[config.mk]
export PLATFORM = sky130hd
export DESIGN_NAME = abl_control
export DESIGN_NICKNAME = d
export VERILOG_FILES = /design/src/abl_pkg.sv /design/src/abl_control.sv
export VERILOG_INCLUDE_DIRS = /design/src /design/src/src
export SDC_FILE = /design/constraint.sdc
export NUM_CORES = 1
export LEC_CHECK = 0
export BUFFER_PORTS_ARGS = -buffer_cell sky130_fd_sc_hd__clkbuf_2
export CAP_MARGIN = 10
export CORE_ASPECT_RATIO = 1.25
export CORE_MARGIN = 1
export CORE_UTILIZATION = 65
export DETAILED_ROUTE_END_ITERATION = 10
export GPL_TIMING_DRIVEN = 0
export HOLD_SLACK_MARGIN = 0.02
export PLACE_DENSITY = 0.9
export SETUP_SLACK_MARGIN = 0.2
export SLEW_MARGIN = 20
export SYNTH_ARGS = -nofsm -noshare
export SYNTH_HDL_FRONTEND = slang
export SYNTH_SLANG_ARGS = --single-unit
[constraint.sdc]
create_clock -name ref_clk_in -period 5.9 [get_ports ref_clk_in]
set_input_delay 1.18 -clock ref_clk_in [delete_from_list [all_inputs] [get_ports ref_clk_in]]
set_output_delay 1.18 -clock ref_clk_in [all_outputs]
set_load 0.02 [all_outputs]
[src/abl_consts.svh]
// Timing counts and reset values for the adaptive boost LED control block
`ifndef ABL_CONSTS_SVH
`define ABL_CONSTS_SVH
`define ABL_CLK_MHZ 125
`define ABL_NUM_SINKS 3
`define ABL_CODE_STEPS 256
`define ABL_CODE_MAX 8'hff
`define ABL_CODE_MIN 8'h00
// 0.88 of 255 rounded to nearest code
`define ABL_CODE_INIT 8'he0
`define ABL_FILT_NS 1000
`define ABL_FILT_CYC ((`ABL_FILT_NS * `ABL_CLK_MHZ + 999) / 1000)
`define ABL_STEP_US 10
`define ABL_STEP_CYC (`ABL_STEP_US * `ABL_CLK_MHZ)
`define ABL_DOWN_PERIOD 16
`define ABL_SS_DELAY_US 256
`define ABL_SS_DELAY_CYC (`ABL_SS_DELAY_US * `ABL_CLK_MHZ)
`define ABL_SYNC_LOSS_NS 4000
`define ABL_SYNC_LOSS_CYC (`ABL_SYNC_LOSS_NS * `ABL_CLK_MHZ / 1000)
`define ABL_SS_MOD_US 1000
`define ABL_SS_MOD_CYC (`ABL_SS_MOD_US * `ABL_CLK_MHZ)
`define ABL_SS_PCT 3
`define ABL_ILIM_MS 1500
`define ABL_ILIM_CYC (`ABL_ILIM_MS * 125000)
`define ABL_CLR_MIN_NS 2000
`define ABL_CLR_MIN_CYC ((`ABL_CLR_MIN_NS * `ABL_CLK_MHZ + 999) / 1000)
`define ABL_CLR_MAX_NS 20000
`define ABL_CLR_MAX_CYC (`ABL_CLR_MAX_NS * `ABL_CLK_MHZ / 1000)
`define ABL_STARTUP_CYC 250
`define ABL_F_R1_KHZ 480
`define ABL_F_R2_KHZ 1150
`define ABL_F_R3_KHZ 1650
`endif

[src/abl_pkg.sv]
// Types for the adaptive boost LED control block
package abl_pkg;
   typedef enum logic [1:0] {ABL_SS_OFF, ABL_SS_ON, ABL_EXT_SYNC} abl_mode_t;
   typedef enum logic [1:0] {ABL_FR1, ABL_FR2, ABL_FR3, ABL_FR4} abl_frange_t;
   typedef enum {ABL_ST_DETECT, ABL_ST_RUN} abl_state_t;
endpackage : abl_pkg

[src/abl_control.sv]
// Adaptive boost LED converter digital control
`timescale 1ns/1ns
`include "abl_consts.svh"
module abl_control (
   // Clock and reset
   input wire logic ref_clk_in,
   input wire logic rst_n_in,
   // Host pins
   input wire logic io_supply_and_enable_pin_in,
   input wire logic pwm_in,
   input wire logic sync_in,
   // Analog comparators per sink, then shared current limit and 48 V
   input wire logic [2:0] low_headroom_in,
   input wire logic [2:0] upper_headroom_in,
   input wire logic [2:0] short_detect_in,
   input wire logic [2:0] sink_grounded_in,
   input wire logic current_limit_hit_in,
   input wire logic over_48v_in,
   // Set frequency from resistor measurement, kHz
   input wire logic [11:0] set_freq_khz_in,
   // Converter controls
   output logic [7:0] target_code_out,
   output logic [2:0] sink_on_out,
   output logic fault_n_out,
   output logic open_string_fault_out,
   output logic shorted_string_fault_out,
   output abl_pkg::abl_mode_t mode_out,
   output logic signed [2:0] ss_offset_pct_out,
   output abl_pkg::abl_frange_t freq_range_out,
   output logic high_limit_out,
   output logic switch_inhibit_out
);
   import abl_pkg::*;

   // Pin synchronisers
   logic [5:0] pin_s1;
   logic [5:0] pin_s2;
   logic [26:0] cmp_s1;
   logic [26:0] cmp_s2;
   logic en_s;
   logic pwm_s;
   logic sync_s;
   logic sync_d;
   logic ilim_s;
   logic v48_s;
   assign en_s = pin_s2[0];
   assign pwm_s = pin_s2[1];
   assign sync_s = pin_s2[2];
   assign ilim_s = pin_s2[3];
   assign v48_s = pin_s2[4];

   always_ff @(posedge ref_clk_in) begin
      if (!rst_n_in) begin
         pin_s1 <= 6'h00;
         pin_s2 <= 6'h00;
         cmp_s1 <= 27'h0;
         cmp_s2 <= 27'h0;
         sync_d <= 1'b0;
      end else begin
         pin_s1 <= {1'b0, over_48v_in, current_limit_hit_in, sync_in, pwm_in,
                    io_supply_and_enable_pin_in};
         pin_s2 <= pin_s1;
         cmp_s1 <= {15'h0, sink_grounded_in, short_detect_in, upper_headroom_in,
                    low_headroom_in};
         cmp_s2 <= cmp_s1;
         sync_d <= sync_s;
      end
   end

   // Comparator filters: output changes only after input steady for 1 us
   logic [8:0] filt;
   genvar gi;
   generate
      for (gi = 0; gi < 9; gi++) begin : g_filt
         logic [7:0] cnt;
         always_ff @(posedge ref_clk_in) begin
            if (!rst_n_in) begin
               cnt <= 8'h00;
               filt[gi] <= 1'b0;
            end else if (cmp_s2[gi] == filt[gi]) begin
               cnt <= 8'h00;
            end else if (cnt == 8'(`ABL_FILT_CYC - 1)) begin
               cnt <= 8'h00;
               filt[gi] <= cmp_s2[gi];
            end else begin
               cnt <= cnt + 8'h01;
            end
         end
      end
   endgenerate
   wire [2:0] f_low = filt[2:0];
   wire [2:0] f_up = filt[5:3];
   wire [2:0] f_short = filt[8:6];
   wire [2:0] grounded = cmp_s2[11:9];

   // Start-up detection and sink exclusion
   abl_state_t state;
   logic [7:0] st_cnt;
   logic [2:0] excluded;
   logic [2:0] faulty;
   logic open_flag;
   logic short_flag;
   wire [2:0] active = ~excluded & ~faulty;
   wire running = (state == ABL_ST_RUN);

   // Headroom decisions over active sinks only
   wire any_low = |(f_low & active);
   wire all_up = (active != 3'b000) && ((f_up & active) == active);
   wire [2:0] in_window = ~f_low & ~f_up & active;
   wire [2:0] short_hit = f_short & active;
   wire at_max = (target_code_out == `ABL_CODE_MAX);
   wire at_min = (target_code_out == `ABL_CODE_MIN);
   wire open_det = running && any_low && at_max;
   logic [2:0] short_det;
   generate
      for (gi = 0; gi < 3; gi++) begin : g_short
         assign short_det[gi] = running && short_hit[gi] &&
                                ((in_window & ~(3'b001 << gi)) != 3'b000);
      end
   endgenerate

   // Step timer with periodic down pressure
   logic [10:0] step_cnt;
   logic [3:0] down_cnt;
   wire step_tick = (step_cnt == 11'(`ABL_STEP_CYC - 1));
   wire nudge = step_tick && (down_cnt == 4'(`ABL_DOWN_PERIOD - 1));
   logic [7:0] next_code;
   always_comb begin
      next_code = target_code_out;
      if (running && step_tick) begin
         if (any_low) begin
            if (!at_max) next_code = target_code_out + 8'h01;
         end else if (all_up || nudge) begin
            if (!at_min) next_code = target_code_out - 8'h01;
         end
         // Otherwise in window: hold
      end
   end

   // Fault clear by short enable low pulse; longer low restarts
   logic [11:0] en_low_cnt;
   wire en_rise = en_s && (en_low_cnt != 12'h000);
   wire clr_pulse = en_rise && (en_low_cnt >= 12'(`ABL_CLR_MIN_CYC)) &&
                    (en_low_cnt <= 12'(`ABL_CLR_MAX_CYC));
   wire restart = en_rise && (en_low_cnt > 12'(`ABL_CLR_MAX_CYC));

   always_ff @(posedge ref_clk_in) begin
      if (!rst_n_in) begin
         state <= ABL_ST_DETECT;
         st_cnt <= 8'h00;
         excluded <= 3'b000;
         faulty <= 3'b000;
         open_flag <= 1'b0;
         short_flag <= 1'b0;
         target_code_out <= `ABL_CODE_INIT;
         step_cnt <= 11'h000;
         down_cnt <= 4'h0;
         en_low_cnt <= 12'h000;
      end else begin
         if (!en_s) begin
            if (en_low_cnt != 12'hfff) en_low_cnt <= en_low_cnt + 12'h001;
         end else begin
            en_low_cnt <= 12'h000;
         end
         step_cnt <= step_tick ? 11'h000 : step_cnt + 11'h001;
         if (step_tick) down_cnt <= down_cnt + 4'h1;
         if (restart) begin
            state <= ABL_ST_DETECT;
            st_cnt <= 8'h00;
            excluded <= 3'b000;
            faulty <= 3'b000;
            open_flag <= 1'b0;
            short_flag <= 1'b0;
            target_code_out <= `ABL_CODE_INIT;
         end else begin
            target_code_out <= next_code;
            case (state)
               ABL_ST_DETECT: begin
                  if (en_s) begin
                     if (st_cnt == 8'(`ABL_STARTUP_CYC - 1)) begin
                        excluded <= grounded;
                        state <= ABL_ST_RUN;
                     end else begin
                        st_cnt <= st_cnt + 8'h01;
                     end
                  end
               end
               ABL_ST_RUN: begin
                  // New detections win over a clear in the same cycle
                  faulty <= faulty | (open_det ? (f_low & active) : 3'b000) | short_det;
                  open_flag <= open_det | (open_flag & ~clr_pulse);
                  short_flag <= (short_det != 3'b000) | (short_flag & ~clr_pulse);
               end
               default: state <= ABL_ST_DETECT;
            endcase
         end
      end
   end

   // Sync mode detection; loss of toggling means internal clock
   logic [9:0] sync_idle;
   logic ext_seen;
   logic [15:0] ss_wait;
   abl_mode_t next_mode;
   logic sync_clk;
   wire sync_edge = sync_s ^ sync_d;
   wire sync_lost = (sync_idle == 10'(`ABL_SYNC_LOSS_CYC));
   // A lone level change is not a clock: two edges inside the window are
   wire ext_live = !sync_lost && sync_clk;
   wire ss_due = (ss_wait == 16'(`ABL_SS_DELAY_CYC - 1));
   // Without a live clock the internal rate runs; spread only on a high pin
   always_comb begin
      next_mode = ABL_SS_OFF;
      if (ext_live) next_mode = ABL_EXT_SYNC;
      else if (sync_s && (!ext_seen || ss_due || mode_out == ABL_SS_ON)) next_mode = ABL_SS_ON;
   end
   always_ff @(posedge ref_clk_in) begin
      if (!rst_n_in) begin
         sync_idle <= 10'(`ABL_SYNC_LOSS_CYC);
         ext_seen <= 1'b0;
         ss_wait <= 16'h0000;
         sync_clk <= 1'b0;
         mode_out <= ABL_SS_OFF;
      end else begin
         if (sync_edge) sync_idle <= 10'h000;
         else if (!sync_lost) sync_idle <= sync_idle + 10'h001;
         if (sync_lost) sync_clk <= 1'b0;
         else if (sync_edge) sync_clk <= 1'b1;
         // Remember an external clock so a later high pin waits before spreading
         if (ext_live) ext_seen <= 1'b1;
         else if (!sync_s) ext_seen <= 1'b0;
         if (!ext_live && sync_s && mode_out != ABL_SS_ON) ss_wait <= ss_wait + 16'h0001;
         else ss_wait <= 16'h0000;
         mode_out <= next_mode;
      end
   end

   // Spread spectrum: triangle -3..+3 percent at 1 kHz
   logic [17:0] ss_cnt;
   logic [3:0] ss_phase;
   wire ss_tick = (ss_cnt == 18'(`ABL_SS_MOD_CYC / 12 - 1));
   // Up three, down six, up three: the sweep is centred on zero
   wire ss_rise = (ss_phase < 4'h3) || (ss_phase > 4'h8);
   always_ff @(posedge ref_clk_in) begin
      if (!rst_n_in) begin
         ss_cnt <= 18'h00000;
         ss_phase <= 4'h0;
         ss_offset_pct_out <= 3'sh0;
      end else begin
         ss_cnt <= ss_tick ? 18'h00000 : ss_cnt + 18'h00001;
         if (mode_out != ABL_SS_ON) begin
            // Restart at the centre so the offset never leaves three percent
            ss_phase <= 4'h0;
            ss_offset_pct_out <= 3'sh0;
         end else if (ss_tick) begin
            ss_phase <= (ss_phase == 4'hb) ? 4'h0 : ss_phase + 4'h1;
            ss_offset_pct_out <= ss_rise ?
               ss_offset_pct_out + 3'sh1 : ss_offset_pct_out - 3'sh1;
         end
      end
   end

   // Frequency range from set frequency
   always_ff @(posedge ref_clk_in) begin
      if (!rst_n_in) freq_range_out <= ABL_FR1;
      else if (set_freq_khz_in < 12'(`ABL_F_R1_KHZ)) freq_range_out <= ABL_FR1;
      else if (set_freq_khz_in < 12'(`ABL_F_R2_KHZ)) freq_range_out <= ABL_FR2;
      else if (set_freq_khz_in < 12'(`ABL_F_R3_KHZ)) freq_range_out <= ABL_FR3;
      else freq_range_out <= ABL_FR4;
   end

   // Current limit escalation timer
   logic [27:0] ilim_cnt;
   logic ilim_busy;
   wire ilim_done = (ilim_cnt == 28'(`ABL_ILIM_CYC - 1));
   always_ff @(posedge ref_clk_in) begin
      if (!rst_n_in) begin
         ilim_cnt <= 28'h0;
         ilim_busy <= 1'b0;
         high_limit_out <= 1'b0;
      end else if (!ilim_busy) begin
         if (ilim_s) begin
            ilim_busy <= 1'b1;
            high_limit_out <= 1'b1;
         end
      end else if (ilim_done) begin
         ilim_cnt <= 28'h0;
         // 2.5 A phase ends into a 2 A phase; after 2 A phase re-arm on demand
         if (high_limit_out) high_limit_out <= 1'b0;
         else ilim_busy <= 1'b0;
      end else begin
         ilim_cnt <= ilim_cnt + 28'h1;
      end
   end

   // Outputs
   always_ff @(posedge ref_clk_in) begin
      if (!rst_n_in) begin
         sink_on_out <= 3'b000;
         switch_inhibit_out <= 1'b1;
         fault_n_out <= 1'b1;
         open_string_fault_out <= 1'b0;
         shorted_string_fault_out <= 1'b0;
      end else begin
         sink_on_out <= {3{pwm_s & en_s & running}} & active;
         switch_inhibit_out <= v48_s | ~running;
         fault_n_out <= ~(open_flag | short_flag);
         open_string_fault_out <= open_flag;
         shorted_string_fault_out <= short_flag;
      end
   end
endmodule : abl_control

==> results.sh, run 1 <==
export IMPL_coreArea_um2=16780
export IMPL_status="complete, no violations"
export IMPL_report_final_slew_viol_count=0
export IMPL_dr_total_vias=8771
export IMPL_die_w_um=119.0
export IMPL_ios=54
export IMPL_cp_arrival_ns=2.83
export IMPL_seq_area_um2=5245
export IMPL_grt_max_degree=15
export IMPL_clkTransAtPathRegs_ns=0.06
export IMPL_rows=53
export IMPL_grt_usage_pct=26.20
export IMPL_crit_path_max_incr_delay_ns=0.57
export IMPL_ctsHoldBuffers=0
export IMPL_cp_buffers_inverters=4
export IMPL_grt_antenna_before_repair=0
export IMPL_yosys_area_top_type="dfxtp_1"
export IMPL_synth_warnings=0
export IMPL_post_cts_buffers=0
export IMPL_nets=1382
export IMPL_max_freq_ghz=0.4049
export IMPL_fin_skew_ns=0.007555
export IMPL_tightestPinTransition_ns=1.046
export IMPL_dieArea_um2=17640
export IMPL_routed_via_density=5.648
export IMPL_synthArstFlopShare_pct=0
export IMPL_cts_max_path_buffers=3
export IMPL_hold_violations=0
export IMPL_worstPathRequired_ns=6.26
export IMPL_htree_num_levels=1
export IMPL_initial_core_util_pct=66.28
export IMPL_drive_gt1_share_pct=8.552
export IMPL_cts_root_buffer="clkbuf_16"
export IMPL_ys_seq_area_share_pct=47.17
export IMPL_drc=0
export IMPL_antenna_cells=0
export IMPL_die_h_um=148.2
export IMPL_layout_commonest_cell="dfxtp_1"
export IMPL_syn_avg_cell_area_um2=8.989
export IMPL_yosys_cell_types_count=58
export IMPL_overflow=0
export IMPL_totalWireLength_um=22850
export IMPL_cp_top_family="buffers and inverters"
export IMPL_grt_pass1_wl_um=38560
export IMPL_cts_buffers=25
export IMPL_p_leak_nw=4.700
export IMPL_min_period_ns=2.470
export IMPL_synth_top_area_share_pct=47.17
export IMPL_syn_nets=1303
export IMPL_drt_antenna_violating_nets=0
export IMPL_synth_edf_count=0
export IMPL_gp_congestion=0.8279
export IMPL_drv_cap=0
export IMPL_utilization_pct=74.33
export IMPL_dp_hpwl_um=15520
export IMPL_synth_flop_cell="dfxtp_1"
export IMPL_syn_cell_area_um2=11120
export IMPL_drt_iter0_markers=517
export IMPL_clk_latency_ns=0.51
export IMPL_worst_ir_drop_vdd_uv=252.6
export IMPL_slew_headroom_pct=29.61
export IMPL_cpMaxStageDelayCell="clkbuf_1"
export IMPL_setup_violations_final=0
export IMPL_grt_pass1_vias=8771
export IMPL_wl_per_cell_um=14.72
export IMPL_fin_tns_setup_ns=0
export IMPL_end_kind="flip-flop"
export IMPL_powerDensity_nw_per_um2=283.4
export IMPL_cp_start_kind="input pin"
export IMPL_syn_to_final_growth_pct=12.15
export IMPL_cts_tree="built"
export IMPL_place_port_buffers=52
export IMPL_cp_max_fo=10
export IMPL_fillers=1126
export IMPL_synth_area_top_cells="dfxtp_1 (47%), nor2_1 (7.8%), xor2_1 (6.6%)"
export IMPL_rsz0062_at_grt="false"
export IMPL_hp_class="reg -> reg"
export IMPL_syn_inst=1237
export IMPL_drt_first_pass_iters=5
export IMPL_fin_crit_sh_pct=41.86
export IMPL_cts_sinks=262
export IMPL_crit_chain="clkbuf_2, inv_1, clkbuf_1, buf_1, nor2_1"
export IMPL_synth_seq_cells=262
export IMPL_final_cell_mix="dfxtp_1 (262), nor2_1 (231), nand3_1 (88)"
export IMPL_multiInputGateArea_um2=5514
export IMPL_cts_repair_resize_count=0
export IMPL_crit_type="in -> reg"
## state kept, by name, summed over array words and instances, names as in the netlist, 10 cells and up
| register | flops |
|---|---|
| step_cnt | 11 |
| cmp_s2 | 12 |
| ss_wait | 16 |
| sync_idle | 10 |
| ss_cnt | 18 |
| ilim_cnt | 28 |
| cmp_s1 | 12 |
| en_low_cnt | 12 |
| g_filt.cnt | 72 |
## cell type report
type                            count  share of cell area [%]
Multi-Input combinational cell    884                   44.22
Sequential cell                   262                   42.06
Clock buffer                       41                   6.221
Tap cell                          220                   2.207
Timing Repair Buffer               52                   2.087
Inverter                           58                   1.746
Buffer                             33                   1.144
Clock inverter                      3                  0.3211
## metrics by stage
step           setup WS [ns]  cells  cell area (µm²)  total power (W)  hold WS, ns
5_1_grt                3.253   1553            12470         0.003657       0.4216
6_report               3.430   1553            12470         0.003534       0.4019
2_1_floorplan          3.820   1237            11120         0.001946       0.3844
3_3_place_gp           3.058   1509            11650         0.001983       0.3940
3_5_place_dp           3.005   1509            11650         0.001993       0.3930
4_1_cts                3.435   1553            12470         0.003559       0.4036
## power by group
part,switching [W],internal [W]
registers,0.0000270,0.00180
clock network,0.000643,0.000934
logic,0.0000763,0.0000525
## path summary, 6_finish.rpt
check / slack [ns] / depth (start not counted) / to / start
max: 3.43 / 5 / f_short[2] / rst_n_in
min: 0.40 / 1 / switch_inhibit_out / pin_s2[4]
max reg2reg: 3.51 / 10 / target_code_out[6] / f_low[0]
min reg2reg: 0.40 / 1 / switch_inhibit_out / pin_s2[4]
## worst reg2reg max path, stage by stage, from the launching register on
cell	delay [ns]
dfxtp_1	0.36
nor3b_1	0.17
a211oi_1	0.22
buf_4	0.25
xor2_1	0.17
ha_1	0.28
nand2_1	0.10
nor2_1	0.12
mux2i_1	0.09
nor4_1	0.35
mux2i_1	0.21
## logic make-up after synthesis
| kind of cell | count (synthesis) | synth area share [%] |
|---|---|---|
| XOR/XNOR | 153 | 12.05 |
| AO/OA/AOI/OAI | 68 | 3.983 |
| AND/OR/NAND/NOR | 599 | 26.89 |
| multiplexers | 29 | 2.656 |
| flip-flops | 262 | 47.17 |
| buffers and inverters | 91 | 3.241 |
| adder cells (fa/ha/maj) | 35 | 4.006 |
## per-layer routing
metal  wire length [µm]  GRT usage [%]  part of all wire (%)  vias up
met3                888          3.566                   3.9       66
li1                   -              -                     -     4319
met5                  0              0                     0        -
met4                935          12.41                   4.1        0
met2              11830          49.39                    52      199
met1               9197          28.73                    40     4187
## synth_stat cells, types with 2 or more instances
library cell / n
a211oi_1: 3
ha_1: 34
nor4bb_1: 2
nor4_1: 15
and2_1: 40
or2_2: 4
inv_1: 58
o21ai_0: 17
nor3b_1: 4
o41ai_1: 2
o311ai_0: 2
nand2_1: 64
o21bai_1: 2
nor3_1: 35
mux2i_1: 28
o211a_1: 2
nor4b_1: 8
nor2_1: 231
a31oi_1: 6
a311o_1: 2
o21a_1: 2
o2111ai_1: 3
buf_4: 2
nor4_4: 2
xnor2_1: 69
buf_2: 9
nand3b_1: 7
clkbuf_1: 21
xor2_1: 84
nand2b_1: 4
or3_1: 14
a21oi_1: 19
and4_1: 6
dfxtp_1: 262
and3_1: 30
or4_1: 5
nand4b_1: 2
nand4_1: 30
nand3_1: 88
Power figures use the tool's default switching activity.
==> inputs of run 2 (changes only) <==
--- a/config.mk
+++ b/config.mk
@@ -10,11 +10,11 @@
 export CAP_MARGIN = 10
 export CORE_ASPECT_RATIO = 1.25
 export CORE_MARGIN = 1
-export CORE_UTILIZATION = 65
+export CORE_UTILIZATION = 61
 export DETAILED_ROUTE_END_ITERATION = 10
 export GPL_TIMING_DRIVEN = 0
 export HOLD_SLACK_MARGIN = 0.02
-export PLACE_DENSITY = 0.9
+export PLACE_DENSITY = 0.85
 export SETUP_SLACK_MARGIN = 0.2
 export SLEW_MARGIN = 20
 export SYNTH_ARGS = -nofsm -noshare
==> constraint.sdc (replaced) <==
create_clock -name ref_clk_in -period 2.5 [get_ports ref_clk_in]
set_input_delay 0.5 -clock ref_clk_in [delete_from_list [all_inputs] [get_ports ref_clk_in]]
set_output_delay 0.5 -clock ref_clk_in [all_outputs]
set_load 0.02 [all_outputs]
==> results.sh, run 2 (same netlist as run 1, synthesis figures left out) <==
export IMPL_status="complete, no violations"
export IMPL_rows=54
export IMPL_reg_largest_list="g_filt.cnt x72, ilim_cnt x28, ss_cnt x18"
export IMPL_dpl_cell_area_um2=11660
export IMPL_p_leak_nw=4.728
export IMPL_die_w_um=122.8
export IMPL_final_cell_mix="dfxtp_1 (261), nor2_1 (231), nand3_1 (88)"
export IMPL_fillers=1309
export IMPL_hp_class="in -> reg"
export IMPL_overflow=0
export IMPL_totalWireLength_um=21750
export IMPL_hold_path_startpoint="sync_in"
export IMPL_wl_per_cell_um=13.93
export IMPL_nets=1386
export IMPL_fin_skew_ns=0.009406
export IMPL_grt_max_degree=16
export IMPL_drc=0
export IMPL_worstPathRequired_ns=2.95
export IMPL_hold_path_end="pin_s1[2]"
export IMPL_r2r_end="target_code_out[4]"
export IMPL_worst_ir_drop_vdd_uv=650.6
export IMPL_rsz0062_at_grt="true"
export IMPL_gp_congestion=0.8736
export IMPL_slew_headroom_pct=52.19
export IMPL_grt_pass1_vias=8332
export IMPL_drv_cap=0
export IMPL_cp_start_kind="flip-flop"
export IMPL_cts_max_path_buffers=3
export IMPL_place_port_buffers=52
export IMPL_crit_path_max_incr_delay_ns=0.42
export IMPL_cts_root_buffer="clkbuf_16"
export IMPL_die_h_um=153.0
export IMPL_min_period_ns=2.209
export IMPL_setup_violations_final=0
export IMPL_stdcell_area_um2=12540
export IMPL_crit_type="reg -> reg"
export IMPL_fin_crit_sh_pct=88.36
export IMPL_whs_path_depth=2
export IMPL_dr_total_vias=8603
export IMPL_multiInputGateArea_um2=5529
export IMPL_dp_hpwl_um=14880
export IMPL_grt_usage_pct=23.53
export IMPL_layout_commonest_cell="dfxtp_1"
export IMPL_hold_violations=0
export IMPL_powerDensity_nw_per_um2=671.7
export IMPL_max_freq_ghz=0.4527
export IMPL_drt_antenna_violating_nets=0
export IMPL_routed_via_density=5.511
export IMPL_antenna_cells=0
export IMPL_dieArea_um2=18780
export IMPL_cp_buffers_inverters=1
export IMPL_grt_pass1_wl_um=36570
export IMPL_largest_reg_flops=72
export IMPL_crit_chain="nor3b_1, a211oi_1, buf_4, xor2_1, ha_2, nor4_1, mux2i_1, nor4_1, mux2i_1"
export IMPL_cp_top_family="simple AND/OR/NAND/NOR gates"
export IMPL_ctsHoldBuffers=0
export IMPL_crit_cells=9
export IMPL_initial_core_util_pct=63.06
export IMPL_reg2reg_from="f_low[1]"
export IMPL_cts_tree="built"
export IMPL_cp_max_fo=6
export IMPL_top_register="g_filt.cnt"
export IMPL_coreArea_um2=17630
export IMPL_cpMaxStageDelayCell="dfxtp_1"
export IMPL_tightestPinTransition_ns=0.7106
export IMPL_cp_arrival_ns=2.65
export IMPL_seq_area_um2=5246
export IMPL_end_kind="flip-flop"
export IMPL_grt_antenna_before_repair=0
export IMPL_fin_tns_setup_ns=0
export IMPL_drive_gt1_share_pct=9.424
export IMPL_clk_latency_ns=0.52
export IMPL_cts_buffers=25
export IMPL_syn_to_final_growth_pct=12.74
export IMPL_cts_sinks=262
export IMPL_ios=54
export IMPL_drt_first_pass_iters=5
export IMPL_clkTransAtPathRegs_ns=0.06
export IMPL_drt_iter0_markers=400
export IMPL_regToRegSetupSlack_ns=0.29
export IMPL_htree_num_levels=1
export IMPL_r2r_worst_path_cells=9
export IMPL_report_final_slew_viol_count=0
## run 2: cell types whose count changed in the layout (fill, tap and decap cells not counted), sizes merged
cell	previous run	this run
clkbuf	114	108
buf	12	16
clkinv	2	5
bufinv	1	3
clkinvlp	0	1
## run 2: power by group
part           switching [W]  total [W]  internal (W)
sequential         0.0000635    0.00431       0.00425
combinational       0.000184   0.000313      0.000130
clock                0.00153    0.00379       0.00226
total                0.00178    0.00842       0.00664
## run 2: worst max path at each step
| stage | start | endpoint | slack [ns] |
|---|---|---|---|
| global placement | excluded[2] | target_code_out[6] | 0.28 |
| finish | f_low[1] | target_code_out[4] | 0.29 |
| floorplan | f_low[0] | target_code_out[6] | 0.46 |
| detailed placement | sync_idle[0] | ss_wait[13] | 0.21 |
| CTS | excluded[2] | target_code_out[6] | 0.23 |
| global route | f_low[0] | target_code_out[6] | 0.09 |
## run 2: cell type report
class / count / share of cell area, %
buffer: 33 / 1.168
clock buffer: 35 / 5.609
clock inverter: 9 / 0.9781
inverter: 58 / 1.737
multi-input combinational: 884 / 44.11
sequential: 262 / 41.85
tap: 224 / 2.236
timing repair buffer: 56 / 2.316
## run 2: repair_timing
item                                    4_1_cts  5_1_grt
endpoints found under the setup margin        2       15
pin swaps                                     1        0
setup buffers                                 1        3
gates resized for setup                       1        9
## run 2: per-layer routing
metal	GRT usage, %	wire length, µm
met5	0	0
met4	7.607	358
met3	3.358	946
met2	42.83	11150
met1	27.81	9289
## run 2: stage by stage
| step | power, W | worst slack [ns] | util (%) | hold slack [ns] | cells |
|---|---|---|---|---|---|
| 4_1_cts | 0.008484 | 0.2319 | 70.86 | 0.1734 | 1558 |
| 3_3_place_gp | 0.004682 | 0.2752 | 66.12 | 0.3925 | 1513 |
| 2_1_floorplan | 0.004592 | 0.4558 | - | 0.3844 | 1237 |
| 3_5_place_dp | 0.004701 | 0.2103 | 66.12 | 0.3970 | 1513 |
| 5_1_grt | 0.008691 | 0.09347 | 71.09 | 0.1799 | 1561 |
| 6_report | 0.008420 | 0.2910 | 71.09 | 0.1873 | 1561 |
==> inputs of run 3 (changes only) <==
--- a/config.mk
+++ b/config.mk
@@ -6,15 +6,15 @@
 export SDC_FILE = /design/constraint.sdc
 export NUM_CORES = 1
 export LEC_CHECK = 0
+export ABC_AREA = 1
 export BUFFER_PORTS_ARGS = -buffer_cell sky130_fd_sc_hd__clkbuf_2
-export CAP_MARGIN = 10
 export CORE_ASPECT_RATIO = 1.25
 export CORE_MARGIN = 1
-export CORE_UTILIZATION = 61
+export CORE_UTILIZATION = 45
 export DETAILED_ROUTE_END_ITERATION = 10
 export GPL_TIMING_DRIVEN = 0
 export HOLD_SLACK_MARGIN = 0.02
-export PLACE_DENSITY = 0.85
+export PLACE_DENSITY = 0.67
 export SETUP_SLACK_MARGIN = 0.2
 export SLEW_MARGIN = 20
 export SYNTH_ARGS = -nofsm -noshare
==> results.sh, run 3 <==
export IMPL_cts_sinks=262
export IMPL_overflow=0
export IMPL_setup_slack_ns=0.3263
export IMPL_post_cts_buffers=0
export IMPL_crit_type="in -> reg"
export IMPL_drive_gt1_share_pct=9.140
export IMPL_setup_violations_final=0
export IMPL_min_period_ns=2.174
export IMPL_slew_headroom_pct=54.51
export IMPL_nets=1722
export IMPL_finalPower_w=0.008977
export IMPL_dp_hpwl_um=17490
export IMPL_dr_total_vias=9961
export IMPL_cts_root_buffer="clkbuf_16"
export IMPL_grt_antenna_before_repair=1
export IMPL_initial_core_util_pct=46.29
export IMPL_gp_congestion=0.8623
export IMPL_die_h_um=183.2
export IMPL_hp_class="in -> reg"
export IMPL_grt_pass1_wl_um=42080
export IMPL_hold_violations=0
export IMPL_fin_skew_ns=0.008581
export IMPL_routed_via_density=4.958
export IMPL_status="complete, no violations"
export IMPL_grt_pass1_vias=9597
export IMPL_drv_cap=0
export IMPL_top_register="g_filt.cnt"
export IMPL_syn_nets=1641
export IMPL_synth_fa_ha_area_share_pct=3.768
export IMPL_synth_edf_count=0
export IMPL_synth_seq_cells=262
export IMPL_layout_commonest_cell="nand2_1"
export IMPL_synth_mux_area_fraction_pct=0
export IMPL_powerDensity_nw_per_um2=665.5
export IMPL_p_leak_nw=5.355
export IMPL_hold_ws_ns=0.1469
export IMPL_worstPathRequired_ns=2.97
export IMPL_coreArea_um2=25540
export IMPL_yosysMostFrequentCell="nand2_1"
export IMPL_fin_crit_sh_pct=86.95
export IMPL_yosys_area_top_type="dfxtp_1"
export IMPL_synth_area_top_cells="dfxtp_1 (44%), nand2_1 (8.4%), inv_1 (7.6%)"
export IMPL_drt_iter0_markers=374
export IMPL_drc=0
export IMPL_synth_warnings=0
export IMPL_tightestPinTransition_ns=0.6823
export IMPL_synth_compound_area_share_pct=8.807
export IMPL_rows=65
export IMPL_rsz0062_at_grt="false"
export IMPL_reg_largest_list="g_filt.cnt x72, ilim_cnt x28, ss_cnt x18"
export IMPL_grt_max_degree=14
export IMPL_drt_antenna_violating_nets=0
export IMPL_grt_usage_pct=18.40
export IMPL_totalWireLength_um=23770
export IMPL_ctsHoldBuffers=0
export IMPL_synthArstFlopShare_pct=0
export IMPL_syn_avg_cell_area_um2=7.505
export IMPL_ys_top_cells_by_count="nand2_1 (265), dfxtp_1 (262), inv_1 (238), nor2_1 (212), a21oi_1 (98)"
export IMPL_synth_top_family_by_area="simple AND/OR/NAND/NOR gates"
export IMPL_synth_top_area_share_pct=44.37
export IMPL_syn_cell_area_um2=11820
export IMPL_drt_first_pass_iters=5
export IMPL_cp_max_fo=10
export IMPL_cts_max_path_buffers=3
export IMPL_max_freq_ghz=0.4600
export IMPL_cts_buffers=28
export IMPL_cts_tree="built"
export IMPL_syn_inst=1575
export IMPL_dp_slack_ns=-0.2878
export IMPL_end_kind="flip-flop"
export IMPL_wl_per_cell_um=11.83
export IMPL_yosys_cell_types_count=55
export IMPL_clkTransAtPathRegs_ns=0.06
export IMPL_report_final_slew_viol_count=0
export IMPL_dieArea_um2=26920
export IMPL_synth_xor_area_share_pct=3.705
export IMPL_syn_to_final_growth_pct=14.13
export IMPL_cp_arrival_ns=2.64
export IMPL_ios=54
export IMPL_cp_start_kind="input pin"
export IMPL_ys_seq_area_share_pct=44.37
export IMPL_largest_reg_flops=72
export IMPL_worst_ir_drop_vdd_uv=498.4
export IMPL_synth_flop_cell="dfxtp_1"
export IMPL_finalNonFillerCells=2009
export IMPL_synthSimpleGateAreaFrac_pct=30.99
export IMPL_htree_num_levels=1
export IMPL_antenna_cells=0
export IMPL_clk_latency_ns=0.54
export IMPL_place_port_buffers=51
export IMPL_final_cell_mix="nand2_1 (265), dfxtp_1 (262), inv_1 (238)"
export IMPL_place_inst=1961
export IMPL_die_w_um=147.0
[run 3: cell types whose count changed in the layout (fill, tap and decap cells not counted), sizes merged, moves of 33 or more]
| cell | delta |
|---|---|
| a21oi | +79 |
| inv | +183 |
| o21ai | +33 |
| xnor2 | -53 |
| and2 | -39 |
| nand2 | +212 |
| xor2 | -50 |
[run 3: final timing paths]
check                    from      endpoint  slack, ns  cells after the start
hold reg to reg     cmp_s1[0]     cmp_s2[0]       0.41                      2
setup / recovery     rst_n_in     st_cnt[0]       0.33                      5
hold / removal         pwm_in     pin_s1[1]       0.15                      3
setup reg to reg  ilim_cnt[1]  ilim_cnt[16]       0.50                      8
[run 3: kinds of logic after synthesis]
logic type | Yosys count
flops | 262
simple gates | 782
compound gates | 188
fa+ha+maj | 35
buf+inv | 258
xor+xnor | 50
[run 3: report_power, final]
group	leakage [nW]	switching [W]	internal [W]
logic	2.74	0.000195	0.000105
clock network	0.488	0.00164	0.00275
registers	2.12	0.0000470	0.00425
[run 3: routing by layer]
metal  up-vias  GRT usage, %  wire length, µm
li1       5271             -                -
met1      4515         22.10            10950
met2       139         33.46            11410
met3        34         3.060              951
met4         2         5.361              445
met5         -             0                9
[run 3: worst max-delay path: stages]
cell and delay (ns):
clkbuf_1 0.50, clkdlybuf4s15_1 0.73, nand2_1 0.44, buf_2 0.32, a21oi_1 0.14
[run 3: layout make-up]
| type | count | area [µm²] |
|---|---|---|
| Inverter | 241 | 904.6 |
| Timing Repair Buffer | 51 | 255.2 |
| Buffer | 17 | 88.84 |
| Sequential cell | 262 | 5245 |
| Multi-Input combinational cell | 1055 | 5588 |
| Fill cell | 2443 | 12050 |
| Tap cell | 335 | 419.2 |
| Clock inverter | 7 | 138.9 |
| Clock buffer | 41 | 850.8 |
[run 3: what timing repair did]
action                                  CTS  global route
hold endpoints to repair                  0             0
gates resized for setup                   0             2
endpoints found under the setup margin    0             7
[run 3: stage by stage]
step / instance area [µm²] / utilization, % / setup TNS (ns)
final: 13490 / 52.83 / 0
after global routing: 13490 / 52.83 / 0
after CTS: 13480 / 52.80 / 0
after detailed placement: 12490 / 48.93 / -6.892
after global placement: 12490 / 48.93 / -9.982
after floorplan: 11820 / - / 0
